## src/logic/lds_regs.svh

```systemverilog
// Constants of the LED driver serial slave port
`ifndef LDS_REGS_SVH
`define LDS_REGS_SVH
`define LDS_SLV_ADDR      7'h50
`define LDS_RW_READ       1'b1
`define LDS_BYTE_BITS     4'h8
`define LDS_LAST_BIT      4'h7
`define LDS_CNT_RST       4'h0
`define LDS_PTR_RST       8'h00
`define LDS_BYTE_RST      8'h00
`define LDS_CLK_PERIOD_NS 5
`define LDS_TOUT_MS       30
`define LDS_NS_PER_MS     1000000
`endif

```

## src/logic/lds_pkg.sv

```systemverilog
// Types of the LED driver serial slave port
package lds_pkg;
	typedef enum logic [2:0] {
		LDS_IDLE   = 3'h0,
		LDS_ADDR   = 3'h1,
		LDS_ACK_A  = 3'h3,
		LDS_WR     = 3'h2,
		LDS_ACK_W  = 3'h6,
		LDS_RD     = 3'h7,
		LDS_ACK_R  = 3'h5,
		LDS_IGNORE = 3'h4
	} lds_state_e;
endpackage

```

## src/logic/lds_i2c_slave.sv

```systemverilog
// Serial slave port of the LED driver with register pointer and bus timeout
// Functional notes
// RULE1 - Registers return to defaults on power loss, disable or over-temperature
// RULE2 - Over-temperature keeps the port disabled and registers at defaults
// RULE3 - Host rewrites any non-default setting after every turn-on
// RULE4 - Driver runs fully on default registers without any serial access
// RULE5 - Master starts every transfer and makes the clock; device is slave
// RULE6 - Data line is input plus open-drain pull-low output
// RULE7 - Clock line is only an input, never stretched
// RULE8 - Transfer: START, address plus direction, ack, data bytes with acks, STOP
// RULE9 - With timeout enabled, either line low beyond 30 ms aborts, releases
// RULE10 - Transmitter keeps data stable while clock is high
// RULE11 - Data falling with clock high is START, rising is STOP
// RULE12 - Ninth clock is acknowledge; receiver pulls data low
// RULE13 - Only the fixed 7-bit address 0b1010000 is answered
// RULE14 - Direction bit 0 writes, 1 reads: bytes 0xa0 and 0xa1
// RULE15 - Works with bus clocks of 100 kHz, 400 kHz and 1 MHz
// RULE16 - Open-drain fault alert output for the host
// RULE17 - First write byte sets pointer; later bytes written, pointer increments
// RULE18 - Reads send from pointer, increment on master ack, end on nack
// RULE19 - Wrong address is not acknowledged; bus ignored until START or STOP
// RULE20 - Any START or STOP resets bit and byte tracking
`include "lds_regs.svh"
module lds_i2c_slave
	import lds_pkg::*;
#(
	parameter int TOUT_CYC = (`LDS_TOUT_MS * `LDS_NS_PER_MS)
	                         / `LDS_CLK_PERIOD_NS
) (
	input  wire logic       clk_i,
	input  wire logic       rst_i,
	input  wire logic       en_i,
	input  wire logic       overtemp_i,
	input  wire logic       timeout_en_i,
	input  wire logic       fault_i,
	input  wire logic       scl_i,
	input  wire logic       sda_i,
	output logic            sda_o,
	output logic            sda_oe_o,
	output logic            fault_alert_out_n_o,
	output logic            fault_alert_out_n_oe_o,
	output logic [7:0]      reg_raddr_o,
	input  wire logic [7:0] reg_rdata_i,
	output logic            reg_rd_o,
	output logic [7:0]      reg_waddr_o,
	output logic [7:0]      reg_wdata_o,
	output logic            reg_we_o,
	output logic            reg_clear_o
);
	localparam int TW = $clog2(TOUT_CYC + 1);

	// A timeout shorter than one cycle could never be counted
	if (TOUT_CYC < 1) begin : g_tout_chk
		$error("TOUT_CYC must be at least one cycle");
	end

	// Line synchronisers and filters
	logic [2:0] scl_sh_ff, nxt_scl_sh, sda_sh_ff, nxt_sda_sh;
	logic       scl_f_ff, nxt_scl_f, sda_f_ff, nxt_sda_f;
	logic       scl_p_ff, nxt_scl_p, sda_p_ff, nxt_sda_p;
	logic       scl_rise, scl_fall, start_det, stop_det;

	// Three stages; a level counts only once stages two and three agree,
	// which also rejects glitches shorter than a clock at fast-plus rates.
	// A hundred clocks per phase leave ample margin at 1 MHz bus clocks. RULE15
	always_comb begin
		nxt_scl_sh = {scl_sh_ff[1:0], scl_i}; // RULE7
		nxt_sda_sh = {sda_sh_ff[1:0], sda_i};
		nxt_scl_f  = (scl_sh_ff[1] == scl_sh_ff[2]) ? scl_sh_ff[2] : scl_f_ff;
		nxt_sda_f  = (sda_sh_ff[1] == sda_sh_ff[2]) ? sda_sh_ff[2] : sda_f_ff;
		nxt_scl_p  = scl_f_ff;
		nxt_sda_p  = sda_f_ff;
	end

	always_ff @(posedge clk_i) begin
		if (rst_i) begin
			scl_sh_ff <= 3'h7;
			sda_sh_ff <= 3'h7;
			scl_f_ff  <= 1'b1;
			sda_f_ff  <= 1'b1;
			scl_p_ff  <= 1'b1;
			sda_p_ff  <= 1'b1;
		end else begin
			scl_sh_ff <= nxt_scl_sh;
			sda_sh_ff <= nxt_sda_sh;
			scl_f_ff  <= nxt_scl_f;
			sda_f_ff  <= nxt_sda_f;
			scl_p_ff  <= nxt_scl_p;
			sda_p_ff  <= nxt_sda_p;
		end
	end

	assign scl_rise  = scl_f_ff & ~scl_p_ff;
	assign scl_fall  = ~scl_f_ff & scl_p_ff;
	assign start_det = scl_f_ff & scl_p_ff & sda_p_ff & ~sda_f_ff; // RULE11
	assign stop_det  = scl_f_ff & scl_p_ff & ~sda_p_ff & sda_f_ff; // RULE11

	// Stuck-bus timeout
	logic [TW-1:0] tout_ff, nxt_tout;
	logic          tout_hit, port_off;

	assign port_off = ~en_i | overtemp_i;
	assign tout_hit = (tout_ff == TW'(TOUT_CYC));

	always_comb begin
		nxt_tout = '0;
		if (timeout_en_i && !port_off && (!scl_f_ff || !sda_f_ff)) begin // RULE9
			nxt_tout = tout_hit ? tout_ff : tout_ff + TW'(1);
		end
	end

	always_ff @(posedge clk_i) begin
		if (rst_i)
			tout_ff <= '0;
		else
			tout_ff <= nxt_tout;
	end

	function automatic logic [7:0] ptr_inc(input logic [7:0] p);
		ptr_inc = p + 8'h01;
	endfunction

	// Protocol engine
	lds_state_e state_ff, nxt_state;
	logic [3:0] cnt_ff, nxt_cnt;
	logic [7:0] sh_ff, nxt_sh, ptr_ff, nxt_ptr, wa_ff, nxt_wa, wd_ff, nxt_wd;
	logic       oe_ff, nxt_oe, rw_ff, nxt_rw, pset_ff, nxt_pset;
	logic       we_ff, nxt_we, rd_ff, nxt_rd, clr_ff, nxt_clr;
	logic       flt_ff, nxt_flt;

	always_comb begin
		nxt_state = state_ff;
		nxt_cnt   = cnt_ff;
		nxt_sh    = sh_ff;
		nxt_ptr   = ptr_ff;
		nxt_wa    = wa_ff;
		nxt_wd    = wd_ff;
		nxt_oe    = oe_ff;
		nxt_rw    = rw_ff;
		nxt_pset  = pset_ff;
		nxt_we    = 1'b0;
		nxt_rd    = 1'b0;
		nxt_clr   = port_off; // RULE1
		nxt_flt   = fault_i; // RULE16
		if (port_off) begin // RULE2
			nxt_state = LDS_IDLE;
			nxt_oe    = 1'b0;
			nxt_cnt   = `LDS_CNT_RST;
			nxt_ptr   = `LDS_PTR_RST;
			nxt_pset  = 1'b0;
		end else if (tout_hit) begin // RULE9
			nxt_state = LDS_IDLE;
			nxt_oe    = 1'b0;
			nxt_cnt   = `LDS_CNT_RST;
		end else if (stop_det) begin // RULE20
			nxt_state = LDS_IDLE;
			nxt_oe    = 1'b0;
			nxt_cnt   = `LDS_CNT_RST;
			nxt_pset  = 1'b0;
		end else if (start_det) begin // RULE20
			nxt_state = LDS_ADDR;
			nxt_oe    = 1'b0;
			nxt_cnt   = `LDS_CNT_RST;
			nxt_pset  = 1'b0;
		end else begin
			case (state_ff)
				LDS_ADDR, LDS_WR: begin // RULE8
					if (scl_rise && cnt_ff != `LDS_BYTE_BITS) begin
						nxt_sh  = {sh_ff[6:0], sda_f_ff};
						nxt_cnt = cnt_ff + 4'h1;
					end else if (scl_fall && cnt_ff == `LDS_BYTE_BITS) begin
						nxt_cnt = `LDS_CNT_RST;
						if (state_ff == LDS_WR) begin
							nxt_state = LDS_ACK_W;
							nxt_oe    = 1'b1; // RULE12
							if (!pset_ff) begin // RULE17
								nxt_ptr  = sh_ff;
								nxt_pset = 1'b1;
							end else begin // RULE17
								nxt_we  = 1'b1;
								nxt_wa  = ptr_ff;
								nxt_wd  = sh_ff;
								nxt_ptr = ptr_inc(ptr_ff);
							end
						end else if (sh_ff[7:1] == `LDS_SLV_ADDR) begin // RULE13
							nxt_state = LDS_ACK_A;
							nxt_oe    = 1'b1; // RULE12
							nxt_rw    = sh_ff[0]; // RULE14
						end else begin
							nxt_state = LDS_IGNORE; // RULE19
						end
					end
				end
				LDS_ACK_A: begin
					if (scl_fall) begin
						nxt_cnt = `LDS_CNT_RST;
						if (rw_ff == `LDS_RW_READ) begin // RULE18
							nxt_state = LDS_RD;
							nxt_sh    = reg_rdata_i;
							nxt_oe    = ~reg_rdata_i[7]; // RULE6
							nxt_rd    = 1'b1;
						end else begin
							nxt_state = LDS_WR;
							nxt_oe    = 1'b0;
						end
					end
				end
				LDS_ACK_W: begin
					if (scl_fall) begin
						nxt_state = LDS_WR;
						nxt_oe    = 1'b0;
					end
				end
				LDS_RD: begin
					if (scl_fall) begin
						if (cnt_ff == `LDS_LAST_BIT) begin
							nxt_state = LDS_ACK_R;
							nxt_oe    = 1'b0;
							nxt_cnt   = `LDS_CNT_RST;
						end else begin
							nxt_sh  = {sh_ff[6:0], 1'b0};
							nxt_oe  = ~sh_ff[6]; // RULE6
							nxt_cnt = cnt_ff + 4'h1;
						end
					end
				end
				LDS_ACK_R: begin
					if (scl_rise) begin
						if (!sda_f_ff)
							nxt_ptr = ptr_inc(ptr_ff); // RULE18
						else
							nxt_state = LDS_IGNORE; // RULE18
					end else if (scl_fall) begin
						nxt_state = LDS_RD;
						nxt_sh    = reg_rdata_i;
						nxt_oe    = ~reg_rdata_i[7];
						nxt_rd    = 1'b1;
					end
				end
				LDS_IDLE, LDS_IGNORE: begin
					nxt_oe = 1'b0;
				end
				default: begin
					nxt_state = LDS_IDLE;
					nxt_oe    = 1'b0;
				end
			endcase
		end
	end

	// Reset values are the defaults the driver runs on without any access
	always_ff @(posedge clk_i) begin
		if (rst_i) begin // RULE4
			state_ff <= LDS_IDLE;
			cnt_ff   <= `LDS_CNT_RST;
			sh_ff    <= `LDS_BYTE_RST;
			ptr_ff   <= `LDS_PTR_RST;
			wa_ff    <= `LDS_PTR_RST;
			wd_ff    <= `LDS_BYTE_RST;
			oe_ff    <= 1'b0;
			rw_ff    <= 1'b0;
			pset_ff  <= 1'b0;
			we_ff    <= 1'b0;
			rd_ff    <= 1'b0;
			clr_ff   <= 1'b1;
			flt_ff   <= 1'b0;
		end else begin
			state_ff <= nxt_state;
			cnt_ff   <= nxt_cnt;
			sh_ff    <= nxt_sh;
			ptr_ff   <= nxt_ptr;
			wa_ff    <= nxt_wa;
			wd_ff    <= nxt_wd;
			oe_ff    <= nxt_oe;
			rw_ff    <= nxt_rw;
			pset_ff  <= nxt_pset;
			we_ff    <= nxt_we;
			rd_ff    <= nxt_rd;
			clr_ff   <= nxt_clr;
			flt_ff   <= nxt_flt;
		end
	end

	// Open drain: the pin level is only ever pulled low, never driven high
	assign sda_o                  = 1'b0; // RULE6
	assign sda_oe_o               = oe_ff;
	assign fault_alert_out_n_o    = 1'b0;
	assign fault_alert_out_n_oe_o = flt_ff; // RULE16
	assign reg_raddr_o            = ptr_ff;
	assign reg_rd_o               = rd_ff;
	assign reg_waddr_o            = wa_ff;
	assign reg_wdata_o            = wd_ff;
	assign reg_we_o               = we_ff;
	assign reg_clear_o            = clr_ff;

	property p_ot_idle;
		@(posedge clk_i) disable iff (rst_i)
		overtemp_i |=> (state_ff == LDS_IDLE) && !sda_oe_o && reg_clear_o;
	endproperty
	a_ot_idle: assert property (p_ot_idle) // RULE2
		else $error("over-temperature did not disable port");

	property p_clear;
		@(posedge clk_i) disable iff (rst_i)
		!en_i |=> reg_clear_o && (reg_raddr_o == `LDS_PTR_RST);
	endproperty
	a_clear: assert property (p_clear) // RULE1
		else $error("disable did not clear registers");

	property p_start;
		@(posedge clk_i) disable iff (rst_i)
		(start_det && !port_off && !tout_hit && !stop_det)
			|=> (state_ff == LDS_ADDR) && (cnt_ff == `LDS_CNT_RST) && !sda_oe_o;
	endproperty
	a_start: assert property (p_start) // RULE20
		else $error("START did not restart byte tracking");

	property p_stop;
		@(posedge clk_i) disable iff (rst_i)
		stop_det |=> (state_ff == LDS_IDLE) && !sda_oe_o;
	endproperty
	a_stop: assert property (p_stop) // RULE11
		else $error("STOP did not return to idle");

	property p_nomatch;
		@(posedge clk_i) disable iff (rst_i)
		(state_ff == LDS_ADDR && scl_fall && cnt_ff == `LDS_BYTE_BITS
		 && sh_ff[7:1] != `LDS_SLV_ADDR && !port_off && !tout_hit
		 && !start_det && !stop_det)
			|=> (state_ff == LDS_IGNORE) && !sda_oe_o;
	endproperty
	a_nomatch: assert property (p_nomatch) // RULE19
		else $error("foreign address acknowledged");

	property p_ack_addr;
		@(posedge clk_i) disable iff (rst_i)
		$rose(state_ff == LDS_ACK_A) |-> sda_oe_o && ($past(sh_ff[7:1])
			== `LDS_SLV_ADDR);
	endproperty
	a_ack_addr: assert property (p_ack_addr) // RULE13
		else $error("address ack without match");

	property p_ack_low;
		@(posedge clk_i) disable iff (rst_i)
		(state_ff == LDS_ACK_W || state_ff == LDS_ACK_A) |-> sda_oe_o;
	endproperty
	a_ack_low: assert property (p_ack_low) // RULE12
		else $error("data line not held low during ack");

	property p_tout;
		@(posedge clk_i) disable iff (rst_i)
		tout_hit |=> (state_ff == LDS_IDLE) && !sda_oe_o;
	endproperty
	a_tout: assert property (p_tout) // RULE9
		else $error("stuck bus not released");

	property p_wr_inc;
		@(posedge clk_i) disable iff (rst_i)
		reg_we_o |-> (reg_raddr_o == ptr_inc(reg_waddr_o));
	endproperty
	a_wr_inc: assert property (p_wr_inc) // RULE17
		else $error("pointer not incremented after write");

	property p_rd_end;
		@(posedge clk_i) disable iff (rst_i)
		(state_ff == LDS_ACK_R) |-> !sda_oe_o;
	endproperty
	a_rd_end: assert property (p_rd_end) // RULE18
		else $error("data line driven during master ack");

	c_start: cover property (@(posedge clk_i) disable iff (rst_i) start_det);
	c_write: cover property (@(posedge clk_i) disable iff (rst_i) reg_we_o);
	c_read:  cover property (@(posedge clk_i) disable iff (rst_i)
		state_ff == LDS_ACK_R ##1 state_ff == LDS_RD);
	c_tout:  cover property (@(posedge clk_i) disable iff (rst_i) tout_hit);
endmodule

```

## config.mk

```make
export PLATFORM = sky130hd
export DESIGN_NAME = lds_i2c_slave
export DESIGN_NICKNAME = d
export VERILOG_FILES = /design/src/logic/lds_pkg.sv /design/src/logic/lds_i2c_slave.sv
export VERILOG_INCLUDE_DIRS = /design/src /design/src/logic
export SDC_FILE = /design/constraint.sdc
export NUM_CORES = 1
export LEC_CHECK = 0
export ABC_AREA = 1
export BUFFER_PORTS_ARGS = -buffer_cell sky130_fd_sc_hd__buf_2
export CORE_ASPECT_RATIO = 1.5
export CORE_MARGIN = 2
export CORE_UTILIZATION = 33
export DETAILED_ROUTE_END_ITERATION = 7
export SYNTH_ARGS = -nofsm -noshare
export SYNTH_HDL_FRONTEND = slang
export SYNTH_SLANG_ARGS = --single-unit
export TNS_END_PERCENT = 20
```

## constraint.sdc

```tcl
create_clock -name clk_i -period 3.11 [get_ports clk_i]
set_clock_uncertainty 0.1 [all_clocks]
set_input_delay 0.1555 -clock clk_i [delete_from_list [all_inputs] [get_ports clk_i]]
set_output_delay 0.1555 -clock clk_i [all_outputs]
set_load 0.02 [all_outputs]
```

# Word-level counts from Yosys, hierarchy flattened

Cells that the tools add are included.

Latch bits: 0
Memories kept: 0
Word-level logic and storage cells: 181
Bits in writable memories: 0
Flip-flop bits (word level): 79
Output and inout bits: 31
Input bits: 16
ROM bits: 0

Reductions and logical operators: 33
Bitwise operators: 24
Order comparisons: 0
Add/subtract/negate cells: 3
Divide/modulo/power cells: 0
Multiply operators: 0
Shifts and indexed selects: 0
Multiplexer cells: 59
Equality and inequality tests: 41

Operators with widths:

| kind                                                             | count |
|---|---|
| 8-bit 2-to-1 mux                                                 | 13 |
| 9-bit AND reduction                                              | 5 |
| 3-bit 2-to-1 mux                                                 | 12 |
| 3-bit != test (second input constant)                            | 11 |
| 8-bit case mux with 4 select lines                               | 1 |
| 2-bit != test (second input constant)                            | 14 |
| 23-bit by 1-bit adder with 23-bit output (second input constant) | 1 |
| 23-bit == test (second input constant)                           | 1 |
| 1-bit 2-to-1 mux                                                 | 23 |
| 4-bit 2-to-1 mux                                                 | 5 |
| 1-bit inverter                                                   | 16 |
| 8-bit case mux with 2 select lines                               | 1 |
| 3-bit case mux with 5 select lines                               | 1 |
| 3-bit == test (second input constant)                            | 4 |
| 4-bit != test (second input constant)                            | 3 |
| 4-bit case mux with 3 select lines                               | 1 |
| 12-bit AND reduction                                             | 1 |
| 3-bit nonzero test                                               | 4 |
| 9-bit OR reduction                                               | 1 |
| 8-bit by 1-bit adder with 8-bit output (second input constant)   | 1 |
| 8-bit AND reduction                                              | 1 |
| 2-bit OR reduction                                               | 4 |
| 1-bit AND                                                        | 7 |
| 7-bit == test (second input constant)                            | 1 |
| other kinds (21)                                                 | 28 |

# Logic depth before layout (Yosys ltp)

Word-level depth: 8
Depth in mapped cells: 13
Depth with buffers taken out: 12

# Least setup slack after synthesis

No wires, ideal clock.

Path type: reg2reg
From: register scl_f_ff (netlist: nxt_scl_p)
To: register wa_ff[7] (netlist: reg_waddr_o[7])
Required time: 2.897 ns
Data arrival time: 1.390 ns
Cell stages (with the launch flop): 9
Period minus slack after synthesis: 1.603 ns
Path slack: 1.507 ns
Setup time: 0.113 ns
Buffers on the path: 1
Cells stage by stage: dfxtp_1 inv_1 ha_1 nand4_1 nor2_1 nand3_2 buf_2 nor2_1 nor2_1

Longest elaborated chain between the ends: 5
Elaborated cells on any way between the ends: 14
Classes of those cells: 11 x bitwise; 3 x reduce/logical

Ends and longest elaborated chain:

| element                                           | line                                     | text |
|---|---|---|
| start: declaration                                | lds_i2c_slave.sv:59                      | `logic scl_f_ff, nxt_scl_f, sda_f_ff, nxt_sda_f;` |
| start signal: assignment                          | lds_i2c_slave.sv:86                      | `scl_f_ff <= nxt_scl_f;` |
| 1-bit AND                                         | lds_i2c_slave.sv:95, lds_i2c_slave.sv:96 |  |
| 1-bit AND, on equally long branches (2 in series) | lds_i2c_slave.sv:96, lds_i2c_slave.sv:95 |  |
| 1-bit inverter (no line)                          | n/a                                      |  |
| 9-bit AND reduction (no line) *                   | n/a                                      |  |
| end signal: assignment                            | lds_i2c_slave.sv:258                     | `` wa_ff <= `LDS_PTR_RST; `` |
| end signal: assignment                            | lds_i2c_slave.sv:272                     | `wa_ff <= nxt_wa;` |
| end: declaration                                  | lds_i2c_slave.sv:126                     | `logic [7:0] sh_ff, nxt_sh, ptr_ff, nxt_ptr, wa_ff, nxt_wa, wd_ff, nxt_wd;` |

Mark *: on every way between the ends. The rest lies on a longest branch, timed or not.
A chain may end at the register's enable or synchronous reset.

# Worst setup path after layout

From: register scl_f_ff (netlist: nxt_scl_p)
To: register wa_ff[6] (netlist: reg_waddr_o[6])

The elaborated chain is that of the path after synthesis.

==> qor.yml <==
status: "completed"
final_nets: 746
p_per_area_nw_per_um2: 443
p_leak_nw: 2.41
hpwlAfterDp_um: 7700
area_growth_pct: 15.8
ys_types: 31
seq_area_frac_synth: 0.370
pin_count: 47
first_global_vias: 3737
max-vdd-ir-drop_v: 0.000252
htreeDepth: 3
dieArea_um2: 13900
avgRoutedWirePerCell_um: 11.7
core-area_um2: 12600
root_buffer: "clkbuf_16"
max_stage_delay_ps: 550
drt_iter0_drc: 160
cts_tree: "done"
cts.repair.resized: 0
drive_gt1_frac: 0.122
ff2ff_setup_slack_ps: 840
min_to: "sda_sh_ff[0]$_SDFF_PP1_"
fin_crit_ps: 2270
critPathBufInv: 1
synthSimpleGateAreaFrac: 0.387
gp_congestion: 0.830
synth_top_family_by_area: "simple AND/OR/NAND/NOR gates"
timing.hold.ws_ps: 9.69
maxCapViolations: 0
rsz0062_at_grt: "no"
r2r_cells: 7
tightest_slew_ps: 644
reg2reg_from: "nxt_scl_p$_SDFFE_PP1N_"
die_width_um: 96.9
crit_path_end_kind: "flop"
hp-class: "primary input to flop"
finalHoldViolations: 0
clock_sinks: 79
crit_top_cell: "nor2_1"
antenna_found_initial: 0
p_total_mw: 2.19
synthXorXnorAreaFrac: 0.0102
port_buffers: 44
clockBufferDepth: 2
slowest_stage: "nand3_2"
crit_required_ps: 3240
relSlewSlack: 0.570
drcViolationCount: 0
die_h_um: 143
start_util: 0.340
drv_slew: 0
min_from: "rst_i"
fin_crit_sh: 0.730
path_cells: "inv_1 -> ha_1 -> nand4_1 -> nor2_1 -> nand3_2 -> nor2_1 -> nor2_1"
crit_fanout: 32
vias: 4050
antenna_cells: 0
syn_area_um2: 4280
r2r-end: "reg_waddr_o[6]$_SDFFE_PP0P_"
fin_area_um2: 4950
cts.clk_slew.worst_paths_ps: 60
yosys_warnings: 0
avgSynthCellArea_um2: 6.32
syn_inst: 676
first_pass_iters: 4
met2_usage: 0.284
muxShareOfSynthArea: 0
setup_tns_ps: 0
use_met1: 0.169
gr-total-overflow: 0
crit_type: "flop to flop"
grt_max_degree: 33
ys_ff_latch: 79
grt.total_usage: 0.155
synth_fa_ha_area_frac: 0.0234
numCtsBuffers: 9
setup_viol: 0
fmax_mhz: 441
top_usage_layer: "met2"
arrival_ps: 2400
vias_per_cell: 4.59
core.rowCount: 50
post_dp_cell_area_um2: 4600
antenna_left: 0
worstSetupStartpointType: "flop"
grt_first_pass_wirelength_um: 17400
clock_latency_ps: 340
wl_um: 10300
path_delay_family: "simple AND/OR/NAND/NOR gates"
synth-compound-area-share: 0.0860
worstHoldPathCells: 2
met3_usage: 0.0277
[through the flow]
step	util	setup WS (ps)	cells
6_report	0.394	840	883
2_1_floorplan	-	1510	677
4_1_cts	0.394	814	883
5_1_grt	0.394	530	883
3_3_place_gp	0.365	914	863
3_5_place_dp	0.365	834	863
[layer usage]
layer  share of wire  wire [µm]
met5               0          0
met4           0.030        312
met3           0.029        300
met2            0.51       5240
met1            0.43       4470
[cell usage in the layout (no fill, tap or decap), types with 8 or more instances in the layout]
| cell type | netlist | layout |
|---|---|---|
| clkbuf_16 | 0 | 9 |
| inv_1 | 103 | 103 |
| nor3_1 | 8 | 8 |
| nand2_1 | 175 | 175 |
| o21ai_0 | 31 | 31 |
| nor2_1 | 123 | 123 |
| a21oi_1 | 34 | 34 |
| dfxtp_1 | 79 | 79 |
| ha_1 | 8 | 8 |
| buf_2 | 4 | 44 |
| nand3_1 | 50 | 50 |
[area by class of cell]
class / instances / area (µm²)
Fill cell: 1364 / 7620
Multi-Input combinational cell: 473 / 2170
Sequential cell: 79 / 1580
Inverter: 109 / 409
Timing Repair Buffer: 50 / 275
Clock buffer: 10 / 229
Tap cell: 156 / 195
Clock inverter: 6 / 85.1
[power breakdown]
part	internal (mW)	switching (mW)	leakage (nW)
Clock	0.700	0.428	0.148
Sequential	1.02	0.00163	0.638
Combinational	0.0176	0.0291	1.62
Total	1.73	0.458	2.41
[what timing repair did]
item                                   CTS  global route
endpoints found under the hold margin    3             0
hold buffers                             4             0
buffers inserted                         0             0
[worst reg2reg max path, stage by stage, from the launching register on]
cell,delay (ps)
dfxtp_1,350
inv_1,90
ha_1,200
nand4_1,260
nor2_1,270
nand3_2,550
nor2_1,280
nor2_1,70
[state kept, by name, indices dropped and copies added (netlist names), 3 cells and up]
signal       count
cnt_ff           4
reg_raddr_o      8
reg_waddr_o      8
sh_ff            8
state_ff         3
tout_ff         23
sda_sh_ff        3
reg_wdata_o      8
scl_sh_ff        3
[cells by family (layout without fill, tap and decap cells)]
| family | count (synthesis) | count (layout) |
|---|---|---|
| AOI/OAI and AO/OA | 71 | 71 |
| xor gates and xnor gates | 5 | 5 |
| adders and majority gates | 8 | 8 |
| buffers and inverters | 125 | 175 |
| DFF | 79 | 79 |
| other | 1 | 2 |
| and+or+nand+nor | 387 | 387 |
[how the worst max path moves through the flow]
stage,startpoint,endpoint,slack (ps),cells past startpoint
floorplan,nxt_scl_p$_SDFFE_PP1N_,reg_waddr_o[7]$_SDFFE_PP0P_,1510,8
global placement,nxt_scl_p$_SDFFE_PP1N_,reg_wdata_o[4]$_SDFFE_PP0P_,910,7
detailed placement,nxt_scl_p$_SDFFE_PP1N_,reg_waddr_o[6]$_SDFFE_PP0P_,830,7
CTS,nxt_scl_p$_SDFFE_PP1N_,reg_waddr_o[6]$_SDFFE_PP0P_,810,7
global route,nxt_scl_p$_SDFFE_PP1N_,reg_waddr_o[2]$_SDFFE_PP0P_,530,7
finish,nxt_scl_p$_SDFFE_PP1N_,reg_waddr_o[6]$_SDFFE_PP0P_,840,7
[synthesized netlist by cell type (all sizes together)]
master  instances  area (µm²)
conb            1        3.75
clkbuf          4        15.0
or2             6        37.5
nor3b           2        15.0
buf            12        98.8
nand3          57         328
o21a            3        22.5
or3             1        6.26
xor2            5        43.8
o21bai          1        7.51
a21oi          34         170
ha              8         100
a211oi          1        7.51
dfxtp          79        1580
nand3b          1        7.51
nor3            8        40.0
nor2          129         509
nand2         178         681
nand4           5        31.3
o21ai          32         160
inv           109         409
Note: power is estimated with default switching activity, not from simulation.
